`src/shared/hsc_pkg.sv`:
```
/*
  Constants, types and register layout of the hall sensor configuration bank.
  Assumes a 125 MHz system clock and the direct 16-bit register port of the device.
*/
// Behaviour
// - Bit 25 selects supply or low-voltage pad rail
// - Bit 24 switches the smoothing filter
// - Bits 20:19 select bipolar, unipolar or omnipolar
// - Bit 18 sets output rising field direction
// - Bits 17:16 select temperature coefficient
// - Bits 15:14 select coarse gain range
// - Bits 6:5 set bipolar zero level
// - Bandwidth selector maps eight filter corners
// - Bit 22 set accepts any bus address
// - Bits 21:15 hold the bus target address
// - Bit 14 enables threshold comparison
// - Trip when result top six bits exceed level
// - Bits 7:6 select continuous, one-shot, duty-cycled
// - Bit 5 picks sleep or standby for pin
// - Bits 4:2 select duty-cycle idle period
// - Bit 1 picks 40 or 80 cycle update
// - Write trigger sets busy, clears done, reads zero
// - Trip flag drives status pin, clears on read
package hsc_pkg;

  typedef logic [26:0] hsc_cnt_t;

  // ************************************************
  // Direct register offsets
  // ************************************************
  localparam logic [7:0] DIR_WR_ADDR     = 8'h02;
  localparam logic [7:0] DIR_WR_DATA_MSB = 8'h04;
  localparam logic [7:0] DIR_WR_DATA_LSB = 8'h06;
  localparam logic [7:0] DIR_WR_STATUS   = 8'h08;
  localparam logic [7:0] DIR_RD_ADDR     = 8'h0A;
  localparam logic [7:0] DIR_RD_STATUS   = 8'h0C;
  localparam logic [7:0] DIR_RD_DATA_MSB = 8'h0E;
  localparam logic [7:0] DIR_RD_DATA_LSB = 8'h10;
  localparam logic [7:0] DIR_MAG_OUT     = 8'h12;

  // Status bit positions
  localparam int unsigned ST_TRIGGER_BIT = 15;
  localparam int unsigned ST_BUSY_BIT    = 8;
  localparam int unsigned ST_DONE_BIT    = 0;
  localparam int unsigned MAG_FLAG_BIT   = 15;

  // ************************************************
  // Indirect word indices
  // ************************************************
  localparam logic [7:0] IDX_WORD_A_STORED = 8'h03;
  localparam logic [7:0] IDX_WORD_B_STORED = 8'h04;
  localparam logic [7:0] IDX_WORD_A_ACTIVE = 8'h23;
  localparam logic [7:0] IDX_WORD_B_ACTIVE = 8'h24;

  // Reserved bits 31:26 always zero
  localparam logic [31:0] WORD_WRITABLE_MASK = 32'h03FF_FFFF;
  localparam logic [31:0] WORD_A_RESET       = 32'h0000_0000;
  localparam logic [31:0] WORD_B_RESET       = 32'h0000_0000;

  // ************************************************
  // Word A field positions
  // ************************************************
  localparam int unsigned A_PAD_RAIL_BIT   = 25;
  localparam int unsigned A_FILTER_EN_BIT  = 24;
  localparam int unsigned A_SENSE_MODE_LSB = 19;
  localparam int unsigned A_DIRECTION_BIT  = 18;
  localparam int unsigned A_TEMPCO_LSB     = 16;
  localparam int unsigned A_GAIN_LSB       = 14;
  localparam int unsigned A_ZERO_LVL_LSB   = 5;

  // ************************************************
  // Word B field positions
  // ************************************************
  localparam int unsigned B_BANDWIDTH_LSB  = 23;
  localparam int unsigned B_ANY_ADDR_BIT   = 22;
  localparam int unsigned B_TGT_ADDR_LSB   = 15;
  localparam int unsigned B_TRIP_EN_BIT    = 14;
  localparam int unsigned B_TRIP_LVL_LSB   = 8;
  localparam int unsigned B_SAMPLE_MODE_LSB = 6;
  localparam int unsigned B_LP_STANDBY_BIT = 5;
  localparam int unsigned B_IDLE_SEL_LSB   = 2;
  localparam int unsigned B_OSR_LONG_BIT   = 1;
  localparam int unsigned B_FINE_X2_BIT    = 0;

  // Sampling mode codes
  localparam logic [1:0] MODE_ONE_SHOT = 2'h1;
  localparam logic [1:0] MODE_DUTY     = 2'h3;

  // ************************************************
  // Timing
  // ************************************************
  localparam int unsigned CLK_PERIOD_NS = 8;
  localparam hsc_cnt_t    OSR_SHORT_CYC = 27'h000_0028;
  localparam hsc_cnt_t    OSR_LONG_CYC  = 27'h000_0050;
  localparam logic [3:0]  ACCESS_CYC    = 4'h4;

  localparam int unsigned IDLE_NS_0 = 125000;
  localparam int unsigned IDLE_NS_1 = 250000;
  localparam int unsigned IDLE_NS_2 = 500000;
  localparam int unsigned IDLE_NS_3 = 1000000;
  localparam int unsigned IDLE_NS_4 = 10000000;
  localparam int unsigned IDLE_NS_5 = 100000000;
  localparam int unsigned IDLE_NS_6 = 500000000;
  localparam int unsigned IDLE_NS_7 = 1000000000;
  localparam hsc_cnt_t IDLE_CYC [8] = '{
    hsc_cnt_t'(IDLE_NS_0 / CLK_PERIOD_NS), hsc_cnt_t'(IDLE_NS_1 / CLK_PERIOD_NS),
    hsc_cnt_t'(IDLE_NS_2 / CLK_PERIOD_NS), hsc_cnt_t'(IDLE_NS_3 / CLK_PERIOD_NS),
    hsc_cnt_t'(IDLE_NS_4 / CLK_PERIOD_NS), hsc_cnt_t'(IDLE_NS_5 / CLK_PERIOD_NS),
    hsc_cnt_t'(IDLE_NS_6 / CLK_PERIOD_NS), hsc_cnt_t'(IDLE_NS_7 / CLK_PERIOD_NS)};

endpackage

```
`src/hw/hsc_config_bank.sv`:
```
/*
  Configuration words of the hall sensor: stored and active copies, reached by
  indirect 32-bit accesses through the direct 16-bit register port.
  Assumes the bus target logic presents one-cycle register read and write strobes
  and that conversion results arrive with a one-cycle valid strobe.
*/
`timescale 1ns/100ps
module hsc_config_bank #(
  parameter hsc_pkg::hsc_cnt_t IDLE_CYC [8] = hsc_pkg::IDLE_CYC
) (
  input  wire logic        clock_i,
  input  wire logic        rst_b_i,
  input  wire logic        reg_wr_i,
  input  wire logic        reg_rd_i,
  input  wire logic [7:0]  reg_addr_i,
  input  wire logic [15:0] reg_wdata_i,
  output logic      [15:0] reg_rdata_o,
  input  wire logic [14:0] field_sample_value_i,
  input  wire logic        sample_valid_i,
  input  wire logic [6:0]  bus_addr_i,
  input  wire logic        lp_pin_i,
  output logic             addr_match_o,
  output logic             status_b_o,
  output logic             pad_low_rail_o,
  output logic             smoothing_filter_enable_o,
  output logic      [1:0]  sense_mode_o,
  output logic             field_direction_sense_o,
  output logic      [1:0]  magnet_tempco_select_o,
  output logic      [1:0]  coarse_gain_select_o,
  output logic      [1:0]  zero_level_select_o,
  output logic      [2:0]  smoothing_bandwidth_select_o,
  output logic             fine_zero_doubling_o,
  output logic      [1:0]  sampling_mode_o,
  output logic             enter_sleep_o,
  output logic             enter_standby_o,
  output logic             duty_wake_o,
  output logic             osr_update_o
);

  typedef enum logic [0:0] {HSC_IDLE, HSC_BUSY} hsc_op_e;

  // ************************************************
  // Helpers
  // ************************************************
  function automatic logic dir_hit(input logic [7:0] a, input logic [7:0] off);
    dir_hit = (a == off);
  endfunction

  // ************************************************
  // State
  // ************************************************
  logic [31:0] word_a_stored_q;
  logic [31:0] word_b_stored_q;
  logic [31:0] word_a_active_q;
  logic [31:0] word_b_active_q;
  logic [7:0]  wr_index_q;
  logic [31:0] wr_data_q;
  logic [7:0]  rd_index_q;
  logic [31:0] rd_data_q;
  hsc_op_e     wr_op_q;
  hsc_op_e     rd_op_q;
  logic [3:0]  wr_cnt_q;
  logic [3:0]  rd_cnt_q;
  logic        wr_busy_q;
  logic        wr_done_q;
  logic        rd_busy_q;
  logic        rd_done_q;
  logic [14:0] sample_q;
  logic        trip_flag_q;
  logic [15:0] rdata_q;
  logic        match_q;
  logic        sleep_q;
  logic        standby_q;
  hsc_pkg::hsc_cnt_t idle_cnt_q;
  logic        duty_wake_q;
  hsc_pkg::hsc_cnt_t osr_cnt_q;
  logic        osr_update_q;

  logic        wr_go;
  logic        rd_go;
  logic        wr_commit;
  logic        mag_read;
  logic        trip_set;
  logic [31:0] wr_masked;
  logic [15:0] rd_mux;
  hsc_pkg::hsc_cnt_t osr_limit;

  assign wr_go = reg_wr_i && dir_hit(reg_addr_i, hsc_pkg::DIR_WR_STATUS)
                 && reg_wdata_i[hsc_pkg::ST_TRIGGER_BIT];
  assign rd_go = reg_wr_i && dir_hit(reg_addr_i, hsc_pkg::DIR_RD_STATUS)
                 && reg_wdata_i[hsc_pkg::ST_TRIGGER_BIT];
  assign wr_commit = (wr_op_q == HSC_BUSY) && (wr_cnt_q == 4'h0);
  assign wr_masked = wr_data_q & hsc_pkg::WORD_WRITABLE_MASK;
  assign mag_read  = reg_rd_i && dir_hit(reg_addr_i, hsc_pkg::DIR_MAG_OUT);

  // ************************************************
  // Direct register writes
  // ************************************************
  always_ff @(posedge clock_i or negedge rst_b_i) begin
    if (!rst_b_i) begin
      wr_index_q <= 8'h00;
      wr_data_q  <= 32'h0000_0000;
      rd_index_q <= 8'h00;
    end else if (reg_wr_i) begin
      if (dir_hit(reg_addr_i, hsc_pkg::DIR_WR_ADDR)) begin
        wr_index_q <= reg_wdata_i[7:0];
      end
      if (dir_hit(reg_addr_i, hsc_pkg::DIR_WR_DATA_MSB)) begin
        wr_data_q[31:16] <= reg_wdata_i;
      end
      if (dir_hit(reg_addr_i, hsc_pkg::DIR_WR_DATA_LSB)) begin
        wr_data_q[15:0] <= reg_wdata_i;
      end
      if (dir_hit(reg_addr_i, hsc_pkg::DIR_RD_ADDR)) begin
        rd_index_q <= reg_wdata_i[7:0];
      end
    end
  end

  // ************************************************
  // Indirect write sequencer
  // ************************************************
  always_ff @(posedge clock_i or negedge rst_b_i) begin
    if (!rst_b_i) begin
      wr_op_q   <= HSC_IDLE;
      wr_cnt_q  <= 4'h0;
      wr_busy_q <= 1'b0;
      wr_done_q <= 1'b0;
    end else begin
      case (wr_op_q)
        HSC_IDLE: begin
          if (wr_go) begin
            wr_op_q   <= HSC_BUSY;
            wr_cnt_q  <= hsc_pkg::ACCESS_CYC - 4'h1;
            wr_busy_q <= 1'b1;
            wr_done_q <= 1'b0;
          end
        end
        HSC_BUSY: begin
          if (wr_cnt_q == 4'h0) begin
            wr_op_q   <= HSC_IDLE;
            wr_busy_q <= 1'b0;
            wr_done_q <= 1'b1;
          end else begin
            wr_cnt_q <= wr_cnt_q - 4'h1;
          end
        end
        default: begin
          wr_op_q <= HSC_IDLE;
        end
      endcase
    end
  end

  // ************************************************
  // Configuration words
  // ************************************************
  always_ff @(posedge clock_i or negedge rst_b_i) begin
    if (!rst_b_i) begin
      word_a_stored_q <= hsc_pkg::WORD_A_RESET;
      word_b_stored_q <= hsc_pkg::WORD_B_RESET;
      word_a_active_q <= hsc_pkg::WORD_A_RESET;
      word_b_active_q <= hsc_pkg::WORD_B_RESET;
    end else if (wr_commit) begin
      case (wr_index_q)
        hsc_pkg::IDX_WORD_A_STORED: word_a_stored_q <= wr_masked;
        hsc_pkg::IDX_WORD_B_STORED: word_b_stored_q <= wr_masked;
        hsc_pkg::IDX_WORD_A_ACTIVE: word_a_active_q <= wr_masked;
        hsc_pkg::IDX_WORD_B_ACTIVE: word_b_active_q <= wr_masked;
        default: begin
        end
      endcase
    end
  end

  // ************************************************
  // Indirect read sequencer
  // ************************************************
  always_ff @(posedge clock_i or negedge rst_b_i) begin
    if (!rst_b_i) begin
      rd_op_q   <= HSC_IDLE;
      rd_cnt_q  <= 4'h0;
      rd_busy_q <= 1'b0;
      rd_done_q <= 1'b0;
      rd_data_q <= 32'h0000_0000;
    end else begin
      case (rd_op_q)
        HSC_IDLE: begin
          if (rd_go) begin
            rd_op_q   <= HSC_BUSY;
            rd_cnt_q  <= hsc_pkg::ACCESS_CYC - 4'h1;
            rd_busy_q <= 1'b1;
            rd_done_q <= 1'b0;
          end
        end
        HSC_BUSY: begin
          if (rd_cnt_q == 4'h0) begin
            rd_op_q   <= HSC_IDLE;
            rd_busy_q <= 1'b0;
            rd_done_q <= 1'b1;
            case (rd_index_q)
              hsc_pkg::IDX_WORD_A_STORED: rd_data_q <= word_a_stored_q;
              hsc_pkg::IDX_WORD_B_STORED: rd_data_q <= word_b_stored_q;
              hsc_pkg::IDX_WORD_A_ACTIVE: rd_data_q <= word_a_active_q;
              hsc_pkg::IDX_WORD_B_ACTIVE: rd_data_q <= word_b_active_q;
              default:                    rd_data_q <= 32'h0000_0000;
            endcase
          end else begin
            rd_cnt_q <= rd_cnt_q - 4'h1;
          end
        end
        default: begin
          rd_op_q <= HSC_IDLE;
        end
      endcase
    end
  end

  // ************************************************
  // Trip flag
  // ************************************************
  assign trip_set = sample_valid_i && word_b_active_q[hsc_pkg::B_TRIP_EN_BIT]
                    && (field_sample_value_i[14:9] >
                        word_b_active_q[hsc_pkg::B_TRIP_LVL_LSB +: 6]);

  always_ff @(posedge clock_i or negedge rst_b_i) begin
    if (!rst_b_i) begin
      sample_q    <= 15'h0000;
      trip_flag_q <= 1'b0;
    end else begin
      if (sample_valid_i) begin
        sample_q <= field_sample_value_i;
      end
      if (trip_set) begin
        trip_flag_q <= 1'b1;
      end else if (mag_read) begin
        trip_flag_q <= 1'b0;
      end
    end
  end

  // ************************************************
  // Register read data
  // ************************************************
  always_comb begin
    rd_mux = 16'h0000;
    case (reg_addr_i)
      hsc_pkg::DIR_WR_ADDR:     rd_mux = {8'h00, wr_index_q};
      hsc_pkg::DIR_WR_DATA_MSB: rd_mux = wr_data_q[31:16];
      hsc_pkg::DIR_WR_DATA_LSB: rd_mux = wr_data_q[15:0];
      hsc_pkg::DIR_WR_STATUS: begin
        rd_mux[hsc_pkg::ST_BUSY_BIT] = wr_busy_q;
        rd_mux[hsc_pkg::ST_DONE_BIT] = wr_done_q;
      end
      hsc_pkg::DIR_RD_ADDR:     rd_mux = {8'h00, rd_index_q};
      hsc_pkg::DIR_RD_STATUS: begin
        rd_mux[hsc_pkg::ST_BUSY_BIT] = rd_busy_q;
        rd_mux[hsc_pkg::ST_DONE_BIT] = rd_done_q;
      end
      hsc_pkg::DIR_RD_DATA_MSB: rd_mux = rd_data_q[31:16];
      hsc_pkg::DIR_RD_DATA_LSB: rd_mux = rd_data_q[15:0];
      hsc_pkg::DIR_MAG_OUT:     rd_mux = {trip_flag_q, sample_q};
      default:                  rd_mux = 16'h0000;
    endcase
  end

  always_ff @(posedge clock_i or negedge rst_b_i) begin
    if (!rst_b_i) begin
      rdata_q <= 16'h0000;
    end else if (reg_rd_i) begin
      rdata_q <= rd_mux;
    end
  end

  // ************************************************
  // Bus address match and low-power pin
  // ************************************************
  always_ff @(posedge clock_i or negedge rst_b_i) begin
    if (!rst_b_i) begin
      match_q   <= 1'b0;
      sleep_q   <= 1'b0;
      standby_q <= 1'b0;
    end else begin
      match_q <= word_b_active_q[hsc_pkg::B_ANY_ADDR_BIT]
                 || (bus_addr_i == word_b_active_q[hsc_pkg::B_TGT_ADDR_LSB +: 7]);
      sleep_q   <= lp_pin_i && !word_b_active_q[hsc_pkg::B_LP_STANDBY_BIT];
      standby_q <= lp_pin_i && word_b_active_q[hsc_pkg::B_LP_STANDBY_BIT];
    end
  end

  // ************************************************
  // Duty-cycle idle timer
  // ************************************************
  always_ff @(posedge clock_i or negedge rst_b_i) begin
    if (!rst_b_i) begin
      idle_cnt_q  <= '0;
      duty_wake_q <= 1'b0;
    end else begin
      duty_wake_q <= 1'b0;
      if (word_b_active_q[hsc_pkg::B_SAMPLE_MODE_LSB +: 2] != hsc_pkg::MODE_DUTY
          || sleep_q || standby_q) begin
        idle_cnt_q <= '0;
      end else if (idle_cnt_q >=
                   IDLE_CYC[word_b_active_q[hsc_pkg::B_IDLE_SEL_LSB +: 3]] - 27'h1) begin
        idle_cnt_q  <= '0;
        duty_wake_q <= 1'b1;
      end else begin
        idle_cnt_q <= idle_cnt_q + 27'h1;
      end
    end
  end

  // ************************************************
  // Oversample update timer
  // ************************************************
  assign osr_limit = word_b_active_q[hsc_pkg::B_OSR_LONG_BIT] ? hsc_pkg::OSR_LONG_CYC
                                                             : hsc_pkg::OSR_SHORT_CYC;

  always_ff @(posedge clock_i or negedge rst_b_i) begin
    if (!rst_b_i) begin
      osr_cnt_q    <= '0;
      osr_update_q <= 1'b0;
    end else begin
      osr_update_q <= 1'b0;
      if (sleep_q || standby_q) begin
        osr_cnt_q <= '0;
      end else if (osr_cnt_q >= osr_limit - 27'h1) begin
        osr_cnt_q    <= '0;
        osr_update_q <= 1'b1;
      end else begin
        osr_cnt_q <= osr_cnt_q + 27'h1;
      end
    end
  end

  // ************************************************
  // Outputs
  // ************************************************
  assign reg_rdata_o                  = rdata_q;
  assign addr_match_o                 = match_q;
  assign status_b_o                   = !trip_flag_q;
  assign pad_low_rail_o               = word_a_active_q[hsc_pkg::A_PAD_RAIL_BIT];
  assign smoothing_filter_enable_o    = word_a_active_q[hsc_pkg::A_FILTER_EN_BIT];
  assign sense_mode_o                 = word_a_active_q[hsc_pkg::A_SENSE_MODE_LSB +: 2];
  assign field_direction_sense_o      = word_a_active_q[hsc_pkg::A_DIRECTION_BIT];
  assign magnet_tempco_select_o       = word_a_active_q[hsc_pkg::A_TEMPCO_LSB +: 2];
  assign coarse_gain_select_o         = word_a_active_q[hsc_pkg::A_GAIN_LSB +: 2];
  assign zero_level_select_o          = word_a_active_q[hsc_pkg::A_ZERO_LVL_LSB +: 2];
  assign smoothing_bandwidth_select_o = word_b_active_q[hsc_pkg::B_BANDWIDTH_LSB +: 3];
  assign fine_zero_doubling_o         = word_b_active_q[hsc_pkg::B_FINE_X2_BIT];
  assign sampling_mode_o              = word_b_active_q[hsc_pkg::B_SAMPLE_MODE_LSB +: 2];
  assign enter_sleep_o                = sleep_q;
  assign enter_standby_o              = standby_q;
  assign duty_wake_o                  = duty_wake_q;
  assign osr_update_o                 = osr_update_q;

endmodule

```
`config.mk`:
```
export PLATFORM = sky130hd
export DESIGN_NAME = hsc_config_bank
export DESIGN_NICKNAME = d
export VERILOG_FILES = /design/src/shared/hsc_pkg.sv /design/src/hw/hsc_config_bank.sv
export SDC_FILE = /design/constraint.sdc
export NUM_CORES = 1
export LEC_CHECK = 0
export ABC_AREA = 1
export BUFFER_PORTS_ARGS = -buffer_cell sky130_fd_sc_hd__buf_2
export CAP_MARGIN = 20
export CORE_AREA = 4 4 207 209
export DETAILED_ROUTE_END_ITERATION = 8
export DIE_AREA = 0 0 211 213
export SKIP_CTS_REPAIR_TIMING = 1
export SYNTH_ARGS = -nofsm -noshare
export SYNTH_HDL_FRONTEND = slang
export SYNTH_SLANG_ARGS = --single-unit
```
`constraint.sdc`:
```
create_clock -name clock_i -period 8.1 [get_ports clock_i]
set_clock_uncertainty 0.15 [all_clocks]
set_input_delay 0.405 -clock clock_i [delete_from_list [all_inputs] [get_ports clock_i]]
set_output_delay 0.405 -clock clock_i [all_outputs]
set_load 0.02 [all_outputs]
```
==> results.cfg, run 1 <==
[floorplan]
initial_core_util_pct = 34.7
die_y_um = 213
dieArea_um2 = 44900
core-area_um2 = 40800
core.rowCount = 74
die_x_um = 211
io_pins = 91

[sta]
slew_headroom_pct = 31.9
fmax_mhz = 267
finalSetupTns_ps = 0
tightestPinTransition_ps = 1020
hold_ws_ps = -24.4
slew_viol_final = 0
setup_viol = 0
hold_violations = 5
rsz0062_at_grt = no
layout_min_cycle_time_ps = 3750
post-route-period-util_pct = 46.3

[drt]
wl_per_cell_um = 16.0
dr.pass1.iters = 6
drcViolationCount = 0
drt_wl_total_um = 39300
detail-route-antenna-nets = 0
vias_per_cell = 4.85
dr.first_iter.drc_count = 1040
vias = 11900

[setup_path]
start_kind = flip-flop
path_cells = inv_2 -> ha_1 -> nand2_1 -> o21ai_1 -> a21oi_1 -> nand2_1 -> inv_2 -> nand2_1 -> o21ai_1 -> nand2_1 -> ha_1 -> nand2_1 -> nor2_1 -> nand2_1 -> nor3_1 -> nand2_1 -> nand3_2 -> nor2_1
reg2reg_setup_slack_ps = 4350
cp.arrival_ps = 4020
cp_data_required_time_ps = 8370
slowest_stage = dfrtp_1
reg2reg_depth = 18
end_kind = flip-flop
path_max_fanout = 27
cpMostUsedCell = nand2_1
r2r_end = idle_cnt_q[4]$_DFF_PN0_
crit_type = flip-flop to flip-flop
rr_startpoint = word_b_active_q[2]$_DFFE_PN0P_
max_stage_delay_ps = 540

[yosys]
synth-seq-cells = 283
synthesis.instances = 1796
avgSynthCellArea_um2 = 7.90
syn_area_um2 = 14200
synth_enable_flop_cells = 0
ys_types = 41
synth-warning-count = 0
netlist_top_cells_area = dfrtp_1 (50%), nand2_1 (16%), o21ai_1 (4.9%)
ys_seq_area_share_pct = 49.9
synth_area_leader_cell = dfrtp_1
synth_top_area_share_pct = 49.9
synth_ff_type = dfrtp_1
async_flop_share_pct = 100

[placement]
hpwl_um = 27400
routabilityCongestion = 0.923
placed_area_um2 = 15000
io_buffer_count = 90

[pwr]
combPwrFrac_pct = 4.8
internal-power_uw = 2400
pwr-share-seq_pct = 46.8
p_per_area_nw_per_um2 = 190
p_leak_uw = 0.00820
clock_power_share_pct = 48.4
power_uw = 3130
vdd_drop_max_v = 0.000217
power.switching_uw = 724
swShare_pct = 23.2

[cells_and_area]
layout.area.seq_um2 = 7080
final_area_um2 = 16400
fin_nets = 1998
fillers = 4097
antenna_cells = 0
utilization_pct = 40.3
final_common_cell = nand2_1
multi_input_area_um2 = 6170
final_cell_mix = nand2_1 (614), dfrtp_1 (283), nor2_1 (155), o21ai_1 (138), inv_1 (137)
drive_above_1_share_pct = 11.0
area_growth_pct = 16.0

[cts]
clk_latency_ps = 580
clockBufferDepth = 3
cts_root_buf = clkbuf_16
cts_tree = yes
numCtsBuffers = 31
clkSinkCount = 283
clk_pin_slew_worst_paths_ps = 60
h-tree-depth = 1

[status]
status = finished with violations
violations = negative hold slack

[min_path]
hold_start = bus_addr_i[2]
hold_class = primary input to flip-flop
min_path_cells = 4
min_to = addr_match_o$_DFF_PN0_

[grt]
grt_start_max_net_pins = 128
antenna_found_initial = 0
grt_pass1_vias = 11500
grtUsageTotal_pct = 17.4
grt_pass1_wl_um = 63300
overflow = 0

[job]
maxCapViolCount = 0
## cell usage after synthesis (3+ instances only)
| library cell | instances |
|---|---|
| nor3_1 | 10 |
| clkbuf_1 | 35 |
| inv_1 | 137 |
| inv_2 | 19 |
| nand2_1 | 617 |
| nor2_4 | 5 |
| mux2_2 | 7 |
| o211ai_1 | 5 |
| nand3_1 | 109 |
| buf_4 | 21 |
| nor2_1 | 155 |
| buf_2 | 14 |
| ha_1 | 49 |
| o21ai_1 | 138 |
| dfrtp_1 | 283 |
| nand4_1 | 20 |
| xor2_1 | 14 |
| a21oi_1 | 22 |
| a21o_1 | 3 |
| nor2_2 | 5 |
| and2_1 | 4 |
| or2_2 | 5 |
| o21bai_1 | 4 |
| xnor2_1 | 8 |
| o21ai_0 | 87 |
## layout make-up
| class | instances | share of cell area (%) |
|---|---|---|
| clock inverter | 18 | 1.30 |
| multi-input combinational | 1300 | 37.5 |
| clock buffer | 40 | 5.47 |
| timing repair buffer | 125 | 5.05 |
| sequential | 283 | 43.1 |
| inverter | 156 | 3.56 |
| tap | 532 | 4.05 |
## flip-flops by register name (all words and copies together) (netlist names), 4 cells and up
signal	cells
rd_cnt_q	4
wr_index_q	8
rd_index_q	8
word_a_active_q	26
word_b_active_q	26
wr_cnt_q	4
osr_cnt_q	27
wr_data_q	32
word_a_stored_q	26
rd_data_q	26
reg_rdata_o	16
word_b_stored_q	26
idle_cnt_q	27
sample_q	15
## per-layer routing
| layer | track usage, % | vias up | share of wire (%) |
|---|---|---|---|
| met1 | 24.6 | 5588 | 45 |
| li1 | - | 5917 | - |
| met5 | 0 | - | 0 |
| met3 | 2.17 | 70 | 5.7 |
| met4 | 5.14 | 0 | 3.4 |
| met2 | 28.2 | 319 | 46 |
## worst max-delay path by stage
stage / slack [ps] / cells after the start / from / end
finish: 4350 / 18 / word_b_active_q[2]$_DFFE_PN0P_ / idle_cnt_q[4]$_DFF_PN0_
floorplan: 4990 / 19 / word_b_active_q[2]$_DFFE_PN0P_ / idle_cnt_q[12]$_DFF_PN0_
global route: 3960 / 20 / word_b_active_q[2]$_DFFE_PN0P_ / idle_cnt_q[6]$_DFF_PN0_
CTS: 4340 / 18 / word_b_active_q[2]$_DFFE_PN0P_ / idle_cnt_q[4]$_DFF_PN0_
detailed placement: 4380 / 18 / word_b_active_q[2]$_DFFE_PN0P_ / idle_cnt_q[6]$_DFF_PN0_
global placement: 4470 / 18 / word_b_active_q[2]$_DFFE_PN0P_ / idle_cnt_q[3]$_DFF_PN0_
## through the flow
step / hold WS, ps / cells / setup slack [ps]
6_report: -24.4 / 2454 / 4350
5_1_grt: 3.22 / 2454 / 3960
3_3_place_gp: 298 / 2368 / 4470
2_1_floorplan: -40.6 / 1814 / 4990
4_1_cts: -155 / 2426 / 4340
3_5_place_dp: 308 / 2368 / 4380
## cell families (layout without fill, tap and decap cells)
kind of cell | Yosys count | count (layout) | share of synthesized area [%]
AND/OR/NAND/NOR | 939 | 939 | 27.1
buffers and inverters | 231 | 339 | 7.10
AO/OA/AOI/OAI | 264 | 264 | 9.61
flip-flops | 283 | 283 | 49.9
other | 1 | 19 | 0.0264
multiplexers | 7 | 7 | 0.556
adder cells (fa/ha/maj) | 49 | 49 | 4.32
XOR/XNOR | 22 | 22 | 1.36
## worst max-delay path, delay by kind of cell (launching register included)
kind	cells	cell delay [ps]
simple gates	11	1500
fa+ha+maj	2	640
compound gates	3	570
flops	1	540
buf+inv	2	200
## power by group through the flow
stage          clock (uW)  sequential [uW]  combinational, uW
3_5_place_dp            0             1490                141
4_1_cts              1550             1460                142
5_1_grt              1610             1470                171
6_report             1510             1460                149
2_1_floorplan           0             1480               70.4
3_3_place_gp            0             1490                138
Note: power is estimated with default switching activity, not from simulation.
==> inputs of run 2 (changes only) <==
==> constraint.sdc (replaced) <==
create_clock -name clock_i -period 3.7 [get_ports clock_i]
set_clock_uncertainty 0.15 [all_clocks]
set_input_delay 0.185 -clock clock_i [delete_from_list [all_inputs] [get_ports clock_i]]
set_output_delay 0.185 -clock clock_i [all_outputs]
set_load 0.02 [all_outputs]
==> results.cfg, run 2 (synthesized netlist as in run 1, its figures left out) <==
[status]
status = finished with violations
violations = negative hold slack

[cts]
clk_pin_slew_worst_paths_ps = 70
cts_tree = yes
cts_root_buf = clkbuf_16
numCtsBuffers = 31
clk_latency_ps = 600
h-tree-depth = 1
clockBufferDepth = 3
clkSinkCount = 283

[sta]
fmax_mhz = 302
setup_viol = 0
slew_viol_final = 0
finalSetupTns_ps = 0
rsz0062_at_grt = no
tightestPinTransition_ps = 1010
hold_ws_ps = -60.0
layout_min_cycle_time_ps = 3310
hold_violations = 9
post-route-period-util_pct = 89.4
slew_headroom_pct = 32.3

[cells_and_area]
largest_reg_flops = 32
final_common_cell = nand2_1
utilization_pct = 40.9
reg_top3 = wr_data_q: 32 flops, idle_cnt_q: 27 flops, osr_cnt_q: 27 flops
area_growth_pct = 17.9
final_area_um2 = 16700
drive_above_1_share_pct = 11.1
regMostFlops = wr_data_q
antenna_cells = 0
final_cell_mix = nand2_1 (614), dfrtp_1 (283), nor2_1 (155), o21ai_1 (138), inv_1 (137)
fin_nets = 2026

[grt]
antenna_found_initial = 0
grt_start_max_net_pins = 98
overflow = 0
grtUsageTotal_pct = 17.7
grt_pass1_vias = 11700
grt_pass1_wl_um = 64300

[setup_path]
max_stage_delay_ps = 760
end_kind = flip-flop
slowest_stage = dfrtp_1
start_kind = flip-flop
cpMostUsedCell = nand2_1
crit_type = flip-flop to flip-flop
path_max_fanout = 27
cp.arrival_ps = 3610
reg2reg_setup_slack_ps = 390
r2r_end = idle_cnt_q[12]$_DFF_PN0_
path_cells = nand2_1 -> o21ai_1 -> nand2_1 -> nor2_2 -> nand2_1 -> nor2_2 -> xnor2_1 -> ha_1 -> nand2_1 -> nor2_1 -> nand2_1 -> inv_1 -> nand2_1 -> nand3_1 -> nand2_1 -> nand3_2 -> buf_12 -> nor2_1
cp_data_required_time_ps = 4000
crit_start = word_b_active_q[4]$_DFFE_PN0P_
reg2reg_depth = 18
rr_startpoint = word_b_active_q[4]$_DFFE_PN0P_
cp-endpoint = idle_cnt_q[12]$_DFF_PN0_

[pwr]
power_uw = 6920
vdd_drop_max_v = 0.000358
p_leak_uw = 0.00833
p_per_area_nw_per_um2 = 414

[drt]
dr.pass1.iters = 5
drcViolationCount = 0
dr.first_iter.drc_count = 858
wl_per_cell_um = 16.2
detail-route-antenna-nets = 0
vias_per_cell = 4.82
drt_wl_total_um = 40200
vias = 12000

[floorplan]
initial_core_util_pct = 34.7
die_x_um = 211
core-area_um2 = 40800
io_pins = 91
dieArea_um2 = 44900
die_y_um = 213
core.rowCount = 74

[placement]
routabilityCongestion = 0.916
io_buffer_count = 90
placed_area_um2 = 15100
hpwl_um = 28400

[job]
maxCapViolCount = 0

[min_path]
hold_class = primary input to flip-flop
-- run 2: worst min-delay path by stage --
stage,startpoint,end,depth (start not counted),slack (ps)
5_1_grt,sample_valid_i,sample_q[3]$_DFFE_PN0P_,2,0.5
3_5_place_dp,rst_b_i,idle_cnt_q[23]$_DFF_PN0_,1,130
4_1_cts,rst_b_i,duty_wake_o$_DFF_PN0_,1,-500
3_3_place_gp,rst_b_i,idle_cnt_q[26]$_DFF_PN0_,1,120
6_report,reg_addr_i[4],wr_busy_q$_DFFE_PN0P_,6,-60
2_1_floorplan,rst_b_i,addr_match_o$_DFF_PN0_,0,-260
-- run 2: final cells by class --
| type | count | area (um^2) |
|---|---|---|
| inverter | 156 | 586 |
| clock buffer | 45 | 938 |
| tap | 532 | 666 |
| clock inverter | 13 | 184 |
| sequential | 283 | 7080 |
| multi-input combinational | 1300 | 6170 |
| timing repair buffer | 153 | 1090 |
| fill | 4140 | 24100 |
-- run 2: routing by layer --
layer	up-vias	wire, um	GRT usage (%)
met5	-	0	0
met4	0	1560	6.08
met3	78	1910	2.60
met2	298	18400	28.3
met1	5615	18300	24.9
li1	5973	-	-
-- run 2: per-stage QoR --
step	worst slack (ps)	instances
after floorplan	593	1814
after global placement	469	2380
after global routing	9.17	2482
final	394	2482
after detailed placement	435	2380
after CTS	420	2438
-- run 2: power breakdown --
part | switching, uW | internal [uW] | leakage, uW
combinational | 230 | 116 | 0.00393
clock | 1330 | 2040 | 0.000563
sequential | 41.9 | 3160 | 0.00383
-- run 2: critical path: cells and delay by family, from the launching register on --
| kind | cells | cell delay (ps) |
|---|---|---|
| AO/OA/AOI/OAI | 1 | 170 |
| AND/OR/NAND/NOR | 13 | 1450 |
| flip-flops | 1 | 760 |
| adder cells (fa/ha/maj) | 1 | 300 |
| XOR/XNOR | 1 | 100 |
| buffers and inverters | 2 | 230 |
